File: config.mk
export PLATFORM = sky130hd
export DESIGN_NAME = ssb_exec
export DESIGN_NICKNAME = d
export VERILOG_FILES = /design/src/hdl/ssb_pkg.sv /design/src/hdl/ssb_exec.sv /design/src/hdl/ssb_alu.sv
export VERILOG_INCLUDE_DIRS = /design/src /design/src/hdl
export SDC_FILE = /design/constraint.sdc
export NUM_CORES = 2
export LEC_CHECK = 0
export BUFFER_PORTS_ARGS = -buffer_cell sky130_fd_sc_hd__buf_2
export CORE_ASPECT_RATIO = 1.5
export CORE_MARGIN = 5
export CORE_UTILIZATION = 55
export DETAILED_ROUTE_END_ITERATION = 6
export MAX_ROUTING_LAYER = met4
export PLACE_DENSITY = 0.71
export SLEW_MARGIN = 10
export SYNTH_ARGS = -nofsm -noshare
export SYNTH_HDL_FRONTEND = slang
export SYNTH_SLANG_ARGS = --single-unit
File: constraint.sdc
create_clock -name CLOCK -period 28.9 [get_ports CLOCK]
set_clock_uncertainty 0.15 [all_clocks]
set_input_delay 4.335 -clock CLOCK [delete_from_list [all_inputs] [get_ports CLOCK]]
set_output_delay 4.335 -clock CLOCK [all_outputs]
set_load 0.03 [all_outputs]
File: src/hdl/ssb_defs.svh
// Constants for the power-down and subtract-with-borrow execution slice
`ifndef SSB_DEFS_SVH
`define SSB_DEFS_SVH

`define SSB_OP_SLEEP        16'h0003
`define SSB_OP_SUB_MASK     16'hfc00
`define SSB_OP_SUB_VAL      16'h5400
`define SSB_OP_SET_MASK     16'hfe00
`define SSB_OP_SET_VAL      16'h6800
`define SSB_BIT_DEST        9
`define SSB_BIT_ACCESS      8
`define SSB_ALL_ONES        8'hff
`define SSB_INDEXED_LIMIT   8'h5f
`define SSB_ACCESS_SPLIT    8'h60
`define SSB_ACCESS_HIGH_BANK 4'hf

`define SSB_ADR_CTRL        32'h0000_0000
`define SSB_ADR_INSTR       32'h0000_0004
`define SSB_ADR_ACC         32'h0000_0008
`define SSB_ADR_STATUS      32'h0000_000c
`define SSB_ADR_BANK        32'h0000_0010
`define SSB_ADR_IRQ_STAT    32'h0000_0014
`define SSB_ADR_IRQ_MASK    32'h0000_0018
`define SSB_ADR_FILE_BASE   32'h0000_0400

`define SSB_ST_C            0
`define SSB_ST_DC           1
`define SSB_ST_Z            2
`define SSB_ST_OV           3
`define SSB_ST_N            4
`define SSB_ST_PD           5
`define SSB_ST_TO           6

`define SSB_EV_DONE         0
`define SSB_EV_SLEEP        1
`define SSB_EV_WAKE         2

`define SSB_STATUS_RESET    8'h60

`endif

File: src/hdl/ssb_pkg.sv
// Types for the power-down and subtract-with-borrow execution slice
package ssb_pkg;
  typedef enum logic [4:0] {
    SSB_IDLE  = 5'h01,
    SSB_Q2    = 5'h02,
    SSB_Q3    = 5'h04,
    SSB_Q4    = 5'h08,
    SSB_HALT  = 5'h10
  } ssb_state_t;
endpackage

File: src/hdl/ssb_exec.sv
// Execution slice: set-all-ones, power-down, subtract-with-borrow
`timescale 1ns/1ps
`include "ssb_defs.svh"
module ssb_exec (
  input  wire logic        CLOCK,
  input  wire logic        SRST,
  input  wire logic        CLK_EN,
  input  wire logic        WB_CYC_I,
  input  wire logic        WB_STB_I,
  input  wire logic        WB_WE_I,
  input  wire logic [31:0] WB_ADR_I,
  input  wire logic [3:0]  WB_SEL_I,
  input  wire logic [31:0] WB_DAT_I,
  output logic      [31:0] WB_DAT_O,
  output logic             WB_ACK_O,
  input  wire logic        WATCHDOG_WAKE,
  input  wire logic        OTHER_WAKE,
  output logic             WATCHDOG_CLEAR,
  output logic             OSC_STOPPED,
  output logic             IRQ
);
  ssb_pkg::ssb_state_t state;
  ssb_pkg::ssb_state_t next_state;

  logic [15:0] instr;
  logic [7:0]  acc;
  logic [7:0]  status;
  logic [3:0]  bank_select_reg;
  logic        extended_set;
  logic [7:0]  index_base;
  logic [7:0]  general_purpose_file [0:255];
  logic [7:0]  opnd;
  logic [7:0]  res;
  logic [4:0]  res_flags;
  logic [2:0]  irq_stat;
  logic [2:0]  irq_mask;
  logic        wd_wake_s1;
  logic        wd_wake_s2;
  logic        ot_wake_s1;
  logic        ot_wake_s2;
  logic        wd_clr;
  logic        ack;
  logic [31:0] rdata;

  function automatic logic [7:0] ssb_file_index(input logic [7:0] f, input logic a, input logic ext,
                                                input logic [3:0] bank, input logic [7:0] base);
    logic [7:0] idx;
    idx = {bank[3:0], f[3:0]};
    if (!a && ext && f <= `SSB_INDEXED_LIMIT) begin
      idx = base + f;
    end else if (!a) begin
      idx = (f < `SSB_ACCESS_SPLIT) ? f : f;
    end else begin
      idx = f;
    end
    return idx;
  endfunction

  // Register file here is 256 bytes: banked addresses fold onto the low byte
  wire        is_sleep  = (instr == `SSB_OP_SLEEP);
  wire        is_sub    = ((instr & `SSB_OP_SUB_MASK) == `SSB_OP_SUB_VAL);
  wire        is_set    = ((instr & `SSB_OP_SET_MASK) == `SSB_OP_SET_VAL);
  wire        dest_file = instr[`SSB_BIT_DEST];
  wire        acc_bit   = instr[`SSB_BIT_ACCESS];
  wire [7:0]  fidx      = ssb_file_index(instr[7:0], acc_bit, extended_set, bank_select_reg, index_base);
  wire [7:0]  alu_res;
  wire        alu_c;
  wire        alu_dc;
  wire        alu_ov;
  wire        alu_n;
  wire        alu_z;

  ssb_alu u_alu (
    .acc               (acc),
    .opnd              (opnd),
    .carry_in          (status[`SSB_ST_C]),
    .result            (alu_res),
    .carry             (alu_c),
    .half_byte_carry   (alu_dc),
    .signed_range_flag (alu_ov),
    .negative          (alu_n),
    .zero              (alu_z)
  );

  // Bus decode
  wire        bus_req   = WB_CYC_I && WB_STB_I && !ack;
  // Writes land at the edge that sees ack high, as the master expects
  wire        bus_wr    = WB_CYC_I && WB_STB_I && ack && WB_WE_I && WB_SEL_I[0];
  wire        hit_ctrl  = (WB_ADR_I == `SSB_ADR_CTRL);
  wire        hit_instr = (WB_ADR_I == `SSB_ADR_INSTR);
  wire        hit_acc   = (WB_ADR_I == `SSB_ADR_ACC);
  wire        hit_stat  = (WB_ADR_I == `SSB_ADR_STATUS);
  wire        hit_bank  = (WB_ADR_I == `SSB_ADR_BANK);
  wire        hit_istat = (WB_ADR_I == `SSB_ADR_IRQ_STAT);
  wire        hit_imask = (WB_ADR_I == `SSB_ADR_IRQ_MASK);
  wire        hit_file  = (WB_ADR_I[31:10] == 22'(`SSB_ADR_FILE_BASE >> 10));
  wire [7:0]  bus_fidx  = WB_ADR_I[9:2];
  wire        busy      = (state != ssb_pkg::SSB_IDLE) && (state != ssb_pkg::SSB_HALT);
  wire        start     = bus_wr && hit_ctrl && WB_DAT_I[0] && !busy && state != ssb_pkg::SSB_HALT;
  wire        wd_wake   = wd_wake_s2 && state == ssb_pkg::SSB_HALT;
  wire        any_wake  = (wd_wake_s2 || ot_wake_s2) && state == ssb_pkg::SSB_HALT;
  wire        q4_write  = state == ssb_pkg::SSB_Q4 && (is_set || (is_sub && dest_file));
  wire        q4_sub    = state == ssb_pkg::SSB_Q4 && is_sub;
  wire        q4_sleep  = state == ssb_pkg::SSB_Q4 && is_sleep;
  wire [2:0]  ev        = {wd_wake || (any_wake && !wd_wake), q4_sleep,
                           state == ssb_pkg::SSB_Q4 && !is_sleep};

  assign rdata = hit_ctrl  ? {22'h0, index_base, extended_set, busy} :
                 hit_instr ? {16'h0, instr} :
                 hit_acc   ? {24'h0, acc} :
                 hit_stat  ? {24'h0, status} :
                 hit_bank  ? {28'h0, bank_select_reg} :
                 hit_istat ? {29'h0, irq_stat} :
                 hit_imask ? {29'h0, irq_mask} :
                 hit_file  ? {24'h0, general_purpose_file[bus_fidx]} : 32'h0;

  // Phase sequencer: decode in Q1 on start, then Q2, Q3, Q4
  always_comb begin
    next_state = state;
    case (state)
      ssb_pkg::SSB_IDLE: next_state = start ? ssb_pkg::SSB_Q2 : ssb_pkg::SSB_IDLE;
      ssb_pkg::SSB_Q2:   next_state = ssb_pkg::SSB_Q3;
      ssb_pkg::SSB_Q3:   next_state = ssb_pkg::SSB_Q4;
      ssb_pkg::SSB_Q4:   next_state = is_sleep ? ssb_pkg::SSB_HALT : ssb_pkg::SSB_IDLE;
      ssb_pkg::SSB_HALT: next_state = any_wake ? ssb_pkg::SSB_IDLE : ssb_pkg::SSB_HALT;
      default:           next_state = ssb_pkg::SSB_IDLE;
    endcase
  end

  always_ff @(posedge CLOCK) begin
    if (SRST) begin
      state <= ssb_pkg::SSB_IDLE;
    end else if (CLK_EN) begin
      state <= next_state;
    end
  end

  // Wake pins come from outside the clock domain
  always_ff @(posedge CLOCK) begin
    if (SRST) begin
      wd_wake_s1 <= 1'b0;
      wd_wake_s2 <= 1'b0;
      ot_wake_s1 <= 1'b0;
      ot_wake_s2 <= 1'b0;
    end else if (CLK_EN) begin
      wd_wake_s1 <= WATCHDOG_WAKE;
      wd_wake_s2 <= wd_wake_s1;
      ot_wake_s1 <= OTHER_WAKE;
      ot_wake_s2 <= ot_wake_s1;
    end
  end

  // Operand read in Q2; sleep does nothing here
  always_ff @(posedge CLOCK) begin
    if (SRST) begin
      opnd <= 8'h00;
    end else if (CLK_EN && state == ssb_pkg::SSB_Q2 && !is_sleep) begin
      opnd <= general_purpose_file[fidx];
    end
  end

  // Result latched in Q3
  always_ff @(posedge CLOCK) begin
    if (SRST) begin
      res       <= 8'h00;
      res_flags <= 5'h00;
    end else if (CLK_EN && state == ssb_pkg::SSB_Q3) begin
      res       <= is_set ? `SSB_ALL_ONES : alu_res;
      res_flags <= {alu_n, alu_ov, alu_z, alu_dc, alu_c};
    end
  end

  // File write in Q4; bus writes only when idle or halted
  always_ff @(posedge CLOCK) begin
    if (CLK_EN) begin
      if (q4_write) begin
        general_purpose_file[fidx] <= res;
      end else if (bus_wr && hit_file && !busy) begin
        general_purpose_file[bus_fidx] <= WB_DAT_I[7:0];
      end
    end
  end

  always_ff @(posedge CLOCK) begin
    if (SRST) begin
      acc             <= 8'h00;
      instr           <= 16'h0000;
      bank_select_reg <= 4'h0;
      extended_set    <= 1'b0;
      index_base      <= 8'h00;
    end else if (CLK_EN) begin
      if (q4_sub && !dest_file) begin
        acc <= res;
      end else if (bus_wr && hit_acc && !busy) begin
        acc <= WB_DAT_I[7:0];
      end
      if (bus_wr && hit_instr && !busy) begin
        instr <= WB_DAT_I[15:0];
      end
      if (bus_wr && hit_bank && !busy) begin
        bank_select_reg <= WB_DAT_I[3:0];
      end
      if (bus_wr && hit_ctrl && !busy) begin
        extended_set <= WB_DAT_I[1];
        index_base   <= WB_DAT_I[9:2];
      end
    end
  end

  // Status: arithmetic flags from subtract, power flags from sleep and watchdog wake
  always_ff @(posedge CLOCK) begin
    if (SRST) begin
      status <= `SSB_STATUS_RESET;
    end else if (CLK_EN) begin
      if (q4_sub) begin
        status[4:0] <= {res_flags[4], res_flags[3], res_flags[2], res_flags[1], res_flags[0]};
      end else if (bus_wr && hit_stat && !busy) begin
        status[4:0] <= WB_DAT_I[4:0];
      end
      if (q4_sleep) begin
        status[`SSB_ST_PD] <= 1'b0;
        status[`SSB_ST_TO] <= 1'b1;
      end else if (wd_wake) begin
        status[`SSB_ST_TO] <= 1'b0;
      end
    end
  end

  // Watchdog and postscaler clear pulse, held by the watchdog outside
  always_ff @(posedge CLOCK) begin
    if (SRST) begin
      wd_clr <= 1'b0;
    end else if (CLK_EN) begin
      wd_clr <= q4_sleep;
    end
  end

  // Sticky events; set wins over a write-one clear
  always_ff @(posedge CLOCK) begin
    if (SRST) begin
      irq_stat <= 3'h0;
      irq_mask <= 3'h0;
    end else if (CLK_EN) begin
      irq_stat <= (irq_stat & ~((bus_wr && hit_istat) ? WB_DAT_I[2:0] : 3'h0)) | ev;
      if (bus_wr && hit_imask) begin
        irq_mask <= WB_DAT_I[2:0];
      end
    end
  end

  // Ack one cycle after the request; frozen like the rest when disabled
  always_ff @(posedge CLOCK) begin
    if (SRST) begin
      ack      <= 1'b0;
      WB_DAT_O <= 32'h0;
    end else if (CLK_EN) begin
      ack      <= bus_req;
      WB_DAT_O <= rdata;
    end
  end

  assign WB_ACK_O       = ack;
  assign WATCHDOG_CLEAR = wd_clr;
  assign OSC_STOPPED    = (state == ssb_pkg::SSB_HALT);
  assign IRQ            = |(irq_stat & irq_mask);
endmodule

File: src/hdl/ssb_alu.sv
// Subtract-with-borrow datapath with flag results
`timescale 1ns/1ps
module ssb_alu (
  input  wire logic [7:0] acc,
  input  wire logic [7:0] opnd,
  input  wire logic       carry_in,
  output logic      [7:0] result,
  output logic            carry,
  output logic            half_byte_carry,
  output logic            signed_range_flag,
  output logic            negative,
  output logic            zero
);
  // Carry is an inverted borrow: a + ~b + c
  wire [8:0] full_sum;
  wire [4:0] low_sum;
  assign full_sum = {1'b0, acc} + {1'b0, ~opnd} + {8'h00, carry_in};
  assign low_sum  = {1'b0, acc[3:0]} + {1'b0, ~opnd[3:0]} + {4'h0, carry_in};
  assign result            = full_sum[7:0];
  assign carry             = full_sum[8];
  assign half_byte_carry   = low_sum[4];
  assign signed_range_flag = (acc[7] != opnd[7]) && (full_sum[7] != acc[7]);
  assign negative          = full_sum[7];
  assign zero              = (full_sum[7:0] == 8'h00);
endmodule

; After elaboration in Yosys (flattened, before gate mapping)
; Memory sizes are Yosys's and may differ from the RTL's. A register that Yosys moved wholly into a read port is not among the register bits.
; Index checks and enable logic that the tools add are counted.
[classes]
n_addsub = 5
magnitude_cmp = 1
n_eq_ne = 19
mux = 31
bitwise = 6
n_reduce_logical = 62
[ops]
columns = cell, count
row1 = "== test 32 x 5 -> 1 bit, second input constant", 3
row2 = two-way mux 8 bit, 12
row3 = "== test 32 x 4 -> 1 bit, second input constant", 2
row4 = logical AND 1 bit, 38
row5 = "== test 32 x 3 -> 1 bit, second input constant", 1
row6 = zero test 32 bit, 1
row7 = two-way mux 16 bit, 2
row8 = one-hot mux 5 bit (5 select lines), 1
row9 = "== test 22 x 1 -> 1 bit, second input constant", 1
row10 = two-way mux 5 bit, 4
row11 = "== test 16 x 2 -> 1 bit, second input constant", 1
row12 = AND reduction 2 bit, 8
row13 = two-way mux 1 bit, 10
row14 = adder 8 x 8 -> 9 bit, 1
row15 = adder 9 x 1 -> 9 bit, 1
row16 = adder 8 bit, 1
row17 = "<= comparator 8 x 7 -> 1 bit, second input constant", 1
row18 = zero test 8 bit, 1
row19 = inverter 8 bit, 1
row20 = OR reduction 8 bit, 1
row21 = "== test 7 x 6 -> 1 bit, second input constant", 1
row22 = AND 3 bit, 2
row23 = "== test 6 x 5 -> 1 bit, second input constant", 1
row24 = zero test 1 bit, 6
row25 = 18 further kinds, 23
[word_totals]
ff_bits = 106
mem_bits_rw = 2048
inputBits = 76
out_inout_bits = 36
n_memories = 1
[mem_list]
columns = name, depth, word_bits, read_ports, rd_clocked_by_memory_dff, wr, line
row1 = general_purpose_file, 256, 8, 2, 1, 1, ssb_exec.sv:31  ; logic [7:0] general_purpose_file [0:255];

; Longest topological paths before layout
[depth]
word_depth = 12
mapped_depth = 17
mapped_depth_nobuf = 13

; Modules after synthesis
; Synthesis repeated with hierarchy kept, for this count alone.
[unflattened]
cells_unflattened = 6331
hier_area_um2 = 102699.7
[by_module_without_submodules]
columns = mod, instances, cells_each, area_each_um2, seq_area_each_um2
row1 = ssb_exec, 1, 6280, 102314.4, 63460.9
row2 = ssb_alu, 1, 51, 385.4, 0.0

; Worst setup path before layout
; Ideal clock, no wire load.
[synth_path]
kind = input to register
from = input WB_ADR_I[12]
to = memory general_purpose_file[0][0], data pin
setup_time_ps = 2189
arrival_time_ps = 16045
setup_slack_ps = 10517
cell_stages = 8
cell_sequence = or4_1 > nor4_1 > and2_1 > clkbuf_1 > nand2_1 > clkbuf_1 > clkbuf_1 > o21ai_0
[synth_via]
elab_chain_len = 9
[synth_lines]
columns = item, line
row1 = from (decl), ssb_exec.sv:11  ; input wire logic [31:0] WB_ADR_I,
row2 = == test 22 x 1 -> 1 bit, ssb_exec.sv:96  ; wire hit_file = (WB_ADR_I[31:10] == 22'(`SSB_ADR_FILE_BASE >> 10));
row3 = logical AND 1 bit (2 in series), ssb_exec.sv:178  ; end else if (bus_wr && hit_file && !busy) begin
row4 = two-way mux 1 bit, ssb_exec.sv:178
row5 = two-way mux 1 bit, ssb_exec.sv:176  ; if (q4_write) begin
row6 = two-way mux 1 bit, ssb_exec.sv:175  ; if (CLK_EN) begin
row7 = two-way mux 1 bit (not written as such), ssb_exec.sv:179  ; general_purpose_file[bus_fidx] <= WB_DAT_I[7:0];
row8 = OR reduction 8 bit (no source line), --
row9 = two-way mux 8 bit (no source line), --
row10 = to (decl), ssb_exec.sv:31
; No other way between the ends.

; Final worst setup path
[layout_path]
from = input WB_ADR_I[3]
to = register WB_DAT_O[1]
[layout_via]
elab_chain_len = 9
[layout_lines]
columns = item, line
row1 = memory (256 x 8 bit), --
row2 = two-way mux 8 bit, ssb_exec.sv:115  ; hit_file ? {24'h0, general_purpose_file[bus_fidx]} : 32'h0;
row3 = two-way mux 8 bit, ssb_exec.sv:114  ; hit_imask ? {29'h0, irq_mask} :
row4 = two-way mux 8 bit, ssb_exec.sv:113  ; hit_istat ? {29'h0, irq_stat} :
row5 = two-way mux 8 bit, ssb_exec.sv:112  ; hit_bank ? {28'h0, bank_select_reg} :
row6 = two-way mux 8 bit, ssb_exec.sv:111  ; hit_stat ? {24'h0, status} :
row7 = two-way mux 8 bit, ssb_exec.sv:110  ; hit_acc ? {24'h0, acc} :
row8 = two-way mux 16 bit, ssb_exec.sv:109  ; hit_instr ? {16'h0, instr} :
row9 = two-way mux 16 bit *, ssb_exec.sv:108  ; assign rdata = hit_ctrl ? {22'h0, index_base, extended_set, busy} :
row10 = to (signal assigned), ssb_exec.sv:258  ; WB_DAT_O <= rdata;
row11 = to (decl), ssb_exec.sv:14  ; output logic [31:0] WB_DAT_O,
; Every way passes the cells marked *; elsewhere a longest branch is shown, timed or not.
; A chain may end at the register's enable or synchronous reset.

==> key figures <==
Run status
  – Status: complete, but fails checks
  – Failing checks: design-rule violations

Place
  – Dpl cell area: 105000 um^2
  – IO Port Bufs: 76
  – Post-DP HPWL: 208000 um
  – GP Congestion: between 0.9 and 1

STA
  – Final worst-path cycle share: 34.2%
  – Min Tclk post-route: 9.89 ns
  – Setup TNS: 0 ns
  – WHS: 0.302 ns
  – Slew @ Worst Pin: roughly 1.4 ns
  – Final Hold Fails: 0
  – RSZ-0062 raised after global routing: false
  – Final setup viols: 0
  – Rel. slew slack: under 10%
  – Max Fclk: between 100 and 150 MHz
  – Slew Viols, Final: 0

Cells and area
  – Biggest regs: general_purpose_file: 2048 flops, WB_DAT_O: 16 flops, instr: 16 flops
  – Synth-to-Final Area Change: 9.00%
  – Largest Register: general_purpose_file
  – Fill cells: 13300
  – Highest-count cells in the layout ignoring fill and taps: edfxtp_1, mux4_2, nand2_1
  – Layout Utilization: approximately three fifths
  – Layout Nets: 6146
  – Design area: around 110000 um^2
  – Most common cell after layout, fill and taps aside: edfxtp_1
  – Largest register FFs: 2048
  – Layout cell share with drive strength beyond 1: 24.5%

Clocking
  – H-Tree Depth: 4
  – Hold Buf Count CTS: 0
  – Clock net sink count: between 2000 and 2500
  – Clk slew on worst S/H paths: around 0.07 ns
  – CTS max path bufs: 4
  – Skew-Pair Late Insertion Delay: 0.87 ns
  – CTS resizes: 0
  – Setup bufs post-CTS: 0
  – CTS Buf Count: 197
  – CTS Root Buffer Type: clkbuf_16
  – CTS tree: yes

Floorplanning
  – I/O pins: 112
  – Core Box Area: 184000 um^2
  – Horiz. Die Dim: ~360 um
  – Die footprint: 195000 um^2
  – Row count: 193
  – Starting Density: 55.4%
  – Die Span Y: 538 um

Drt
  – Vias: 64900
  – DR iter-0 viols: 9946
  – Residual DRC: 14
  – Vias per cell: 7.48
  – Post-DRT Antenna Nets: 0
  – Wire per inst: 38.3 um
  – WL final: 333000 um
  – Pre-antenna DRT Iters: 7

Critical path
  – Crit path cell chain: buf_8 -> buf_4 -> buf_4 -> buf_4 -> mux4_2 -> mux4_2 -> mux4_2 -> mux2i_1 -> nor2_1 -> a31oi_1 -> o21ai_0 -> a21oi_1 -> o22ai_1
  – Critical path's top delay family: buffers and inverters
  – FF-to-FF setup slack: 21.27 ns
  – Worst Setup Start Kind: input port
  – Buf/Inv on CP: 4
  – CP Launch Point: WB_ADR_I[3]
  – Critical Path RT: around 29 ns
  – Slowest-stage cell, CP: buf_4
  – Slowest stage delay, CP: 0.75 ns
  – CP arrival: 10.45 ns
  – Crit Path Max Fanout: 65
  – CP Capture Type: register
  – Crit Path Category: in2reg
  – RR Startpoint: instr[0]

Yosys
  – Synth Register Bits: 2146
  – Synth warnings: 0
  – Syn Std Cell Area: 102000 um^2
  – Sequential fraction of the synthesis area: 62.1%
  – Asr flop ratio synth: 0%
  – Synth Flop Type: edfxtp_1
  – Synth cell types: ~80
  – Mean area per synthesized cell: ~17 um^2
  – Post-Synthesis Cells: 6132
  – Number of synthesized flops with an enable pin: between 2000 and 2500

Power and ir drop
  – Power Total: 6.06 mW
  – Leak Pwr: 31.0 nW
  – Worst vdd ir: 0.0540 mV
  – Total power per unit cell area: 54.5 nW/um^2

Hold path
  – Hold Path Class: reg2reg
  – HP Start: WB_DAT_O[15]

GRT
  – Vias in the first global route: 63600
  – Global-route wire length before repair: 469000 um
  – Initial antenna violation count: 32
  – Largest net degree at the start of global routing: 257
  – GRT Overall Usage: a little over a third
  – GR Overflow Total: 0

Run
  – Max-cap violation count: 0
[power breakdown]
part           switching, mW  total (mW)  leakage [nW]  internal (mW)
clock                   1.17        2.59          3.06           1.42
combinational         0.0762       0.121          13.0         0.0447
sequential          0.000423        3.35          14.9           3.35
[routing by layer]
layer	wire (um)	global-route usage (%)	part of all wire, %
met5	0	-	0
met4	31300	26.0	9.4
met3	42300	9.50	13
met2	154000	51.8	46
met1	105000	41.1	32
[tightest hold or removal path, stage by stage, from the launching register on]
cell and delay [ns]:
dfxtp_1 0.31, nand2_1 0.05, a21oi_1 0.05
[cell usage after synthesis, types with 27 or more instances]
cell type	count	area, um^2
a31oi_1	38	238
o22ai_1	99	619
a21oi_1	211	1060
mux4_2	914	20600
inv_1	27	101
dfxtp_1	98	1960
buf_4	54	405
mux2_2	28	315
mux2i_1	407	4070
a32oi_1	54	473
clkbuf_1	266	998
buf_1	76	285
buf_2	117	586
nand3_1	143	716
nand2_1	525	1970
a211oi_1	47	353
nand4_1	35	219
o21ai_0	104	521
o221ai_1	91	797
and3_1	40	250
nor2_1	370	1390
nor3_1	33	165
edfxtp_1	2048	61500
[final timing paths]
path | end | cells past startpoint
worst max register to register | opnd[1] | 14
worst min register to register | WB_DAT_O[15] | 2
worst min-delay path | WB_DAT_O[15] | 2
worst max-delay path | WB_DAT_O[1] | 13
[logic make-up after synthesis]
family / Yosys count / share of synthesized area (%)
AO/OA/AOI/OAI: 837 / 5.55
multiplexers: 1349 / 24.5
buffers and inverters: 548 / 2.40
adder cells (fa/ha/maj): 17 / 0.230
other: 1 / 0.00367
XOR/XNOR: 11 / 0.0943
flip-flops: 2146 / 62.1
AND/OR/NAND/NOR: 1223 / 5.12
[stage by stage]
step / setup slack, ns / instances
3_3_place_gp: 18.24 / 8288
3_5_place_dp: 18.29 / 8288
4_1_cts: 19.15 / 8640
5_1_grt: 18.85 / 8673
2_1_floorplan: 10.52 / 6147
6_report: 19.01 / 8684
[cell type report]
type                    instances  area [um^2]  share of cell area [%]
flip-flops and latches       2146        63500                    57.0
clock inverters               126         1060                   0.950
multi-input cells            3453        36600                    32.9
clock buffers                 226         5170                    4.65
well taps                    2437         3050                    2.74
inverters                      29          109                  0.0978
diodes                         41          103                  0.0922
repair buffers                226         1730                    1.55
Power figures use the tool's default switching activity.
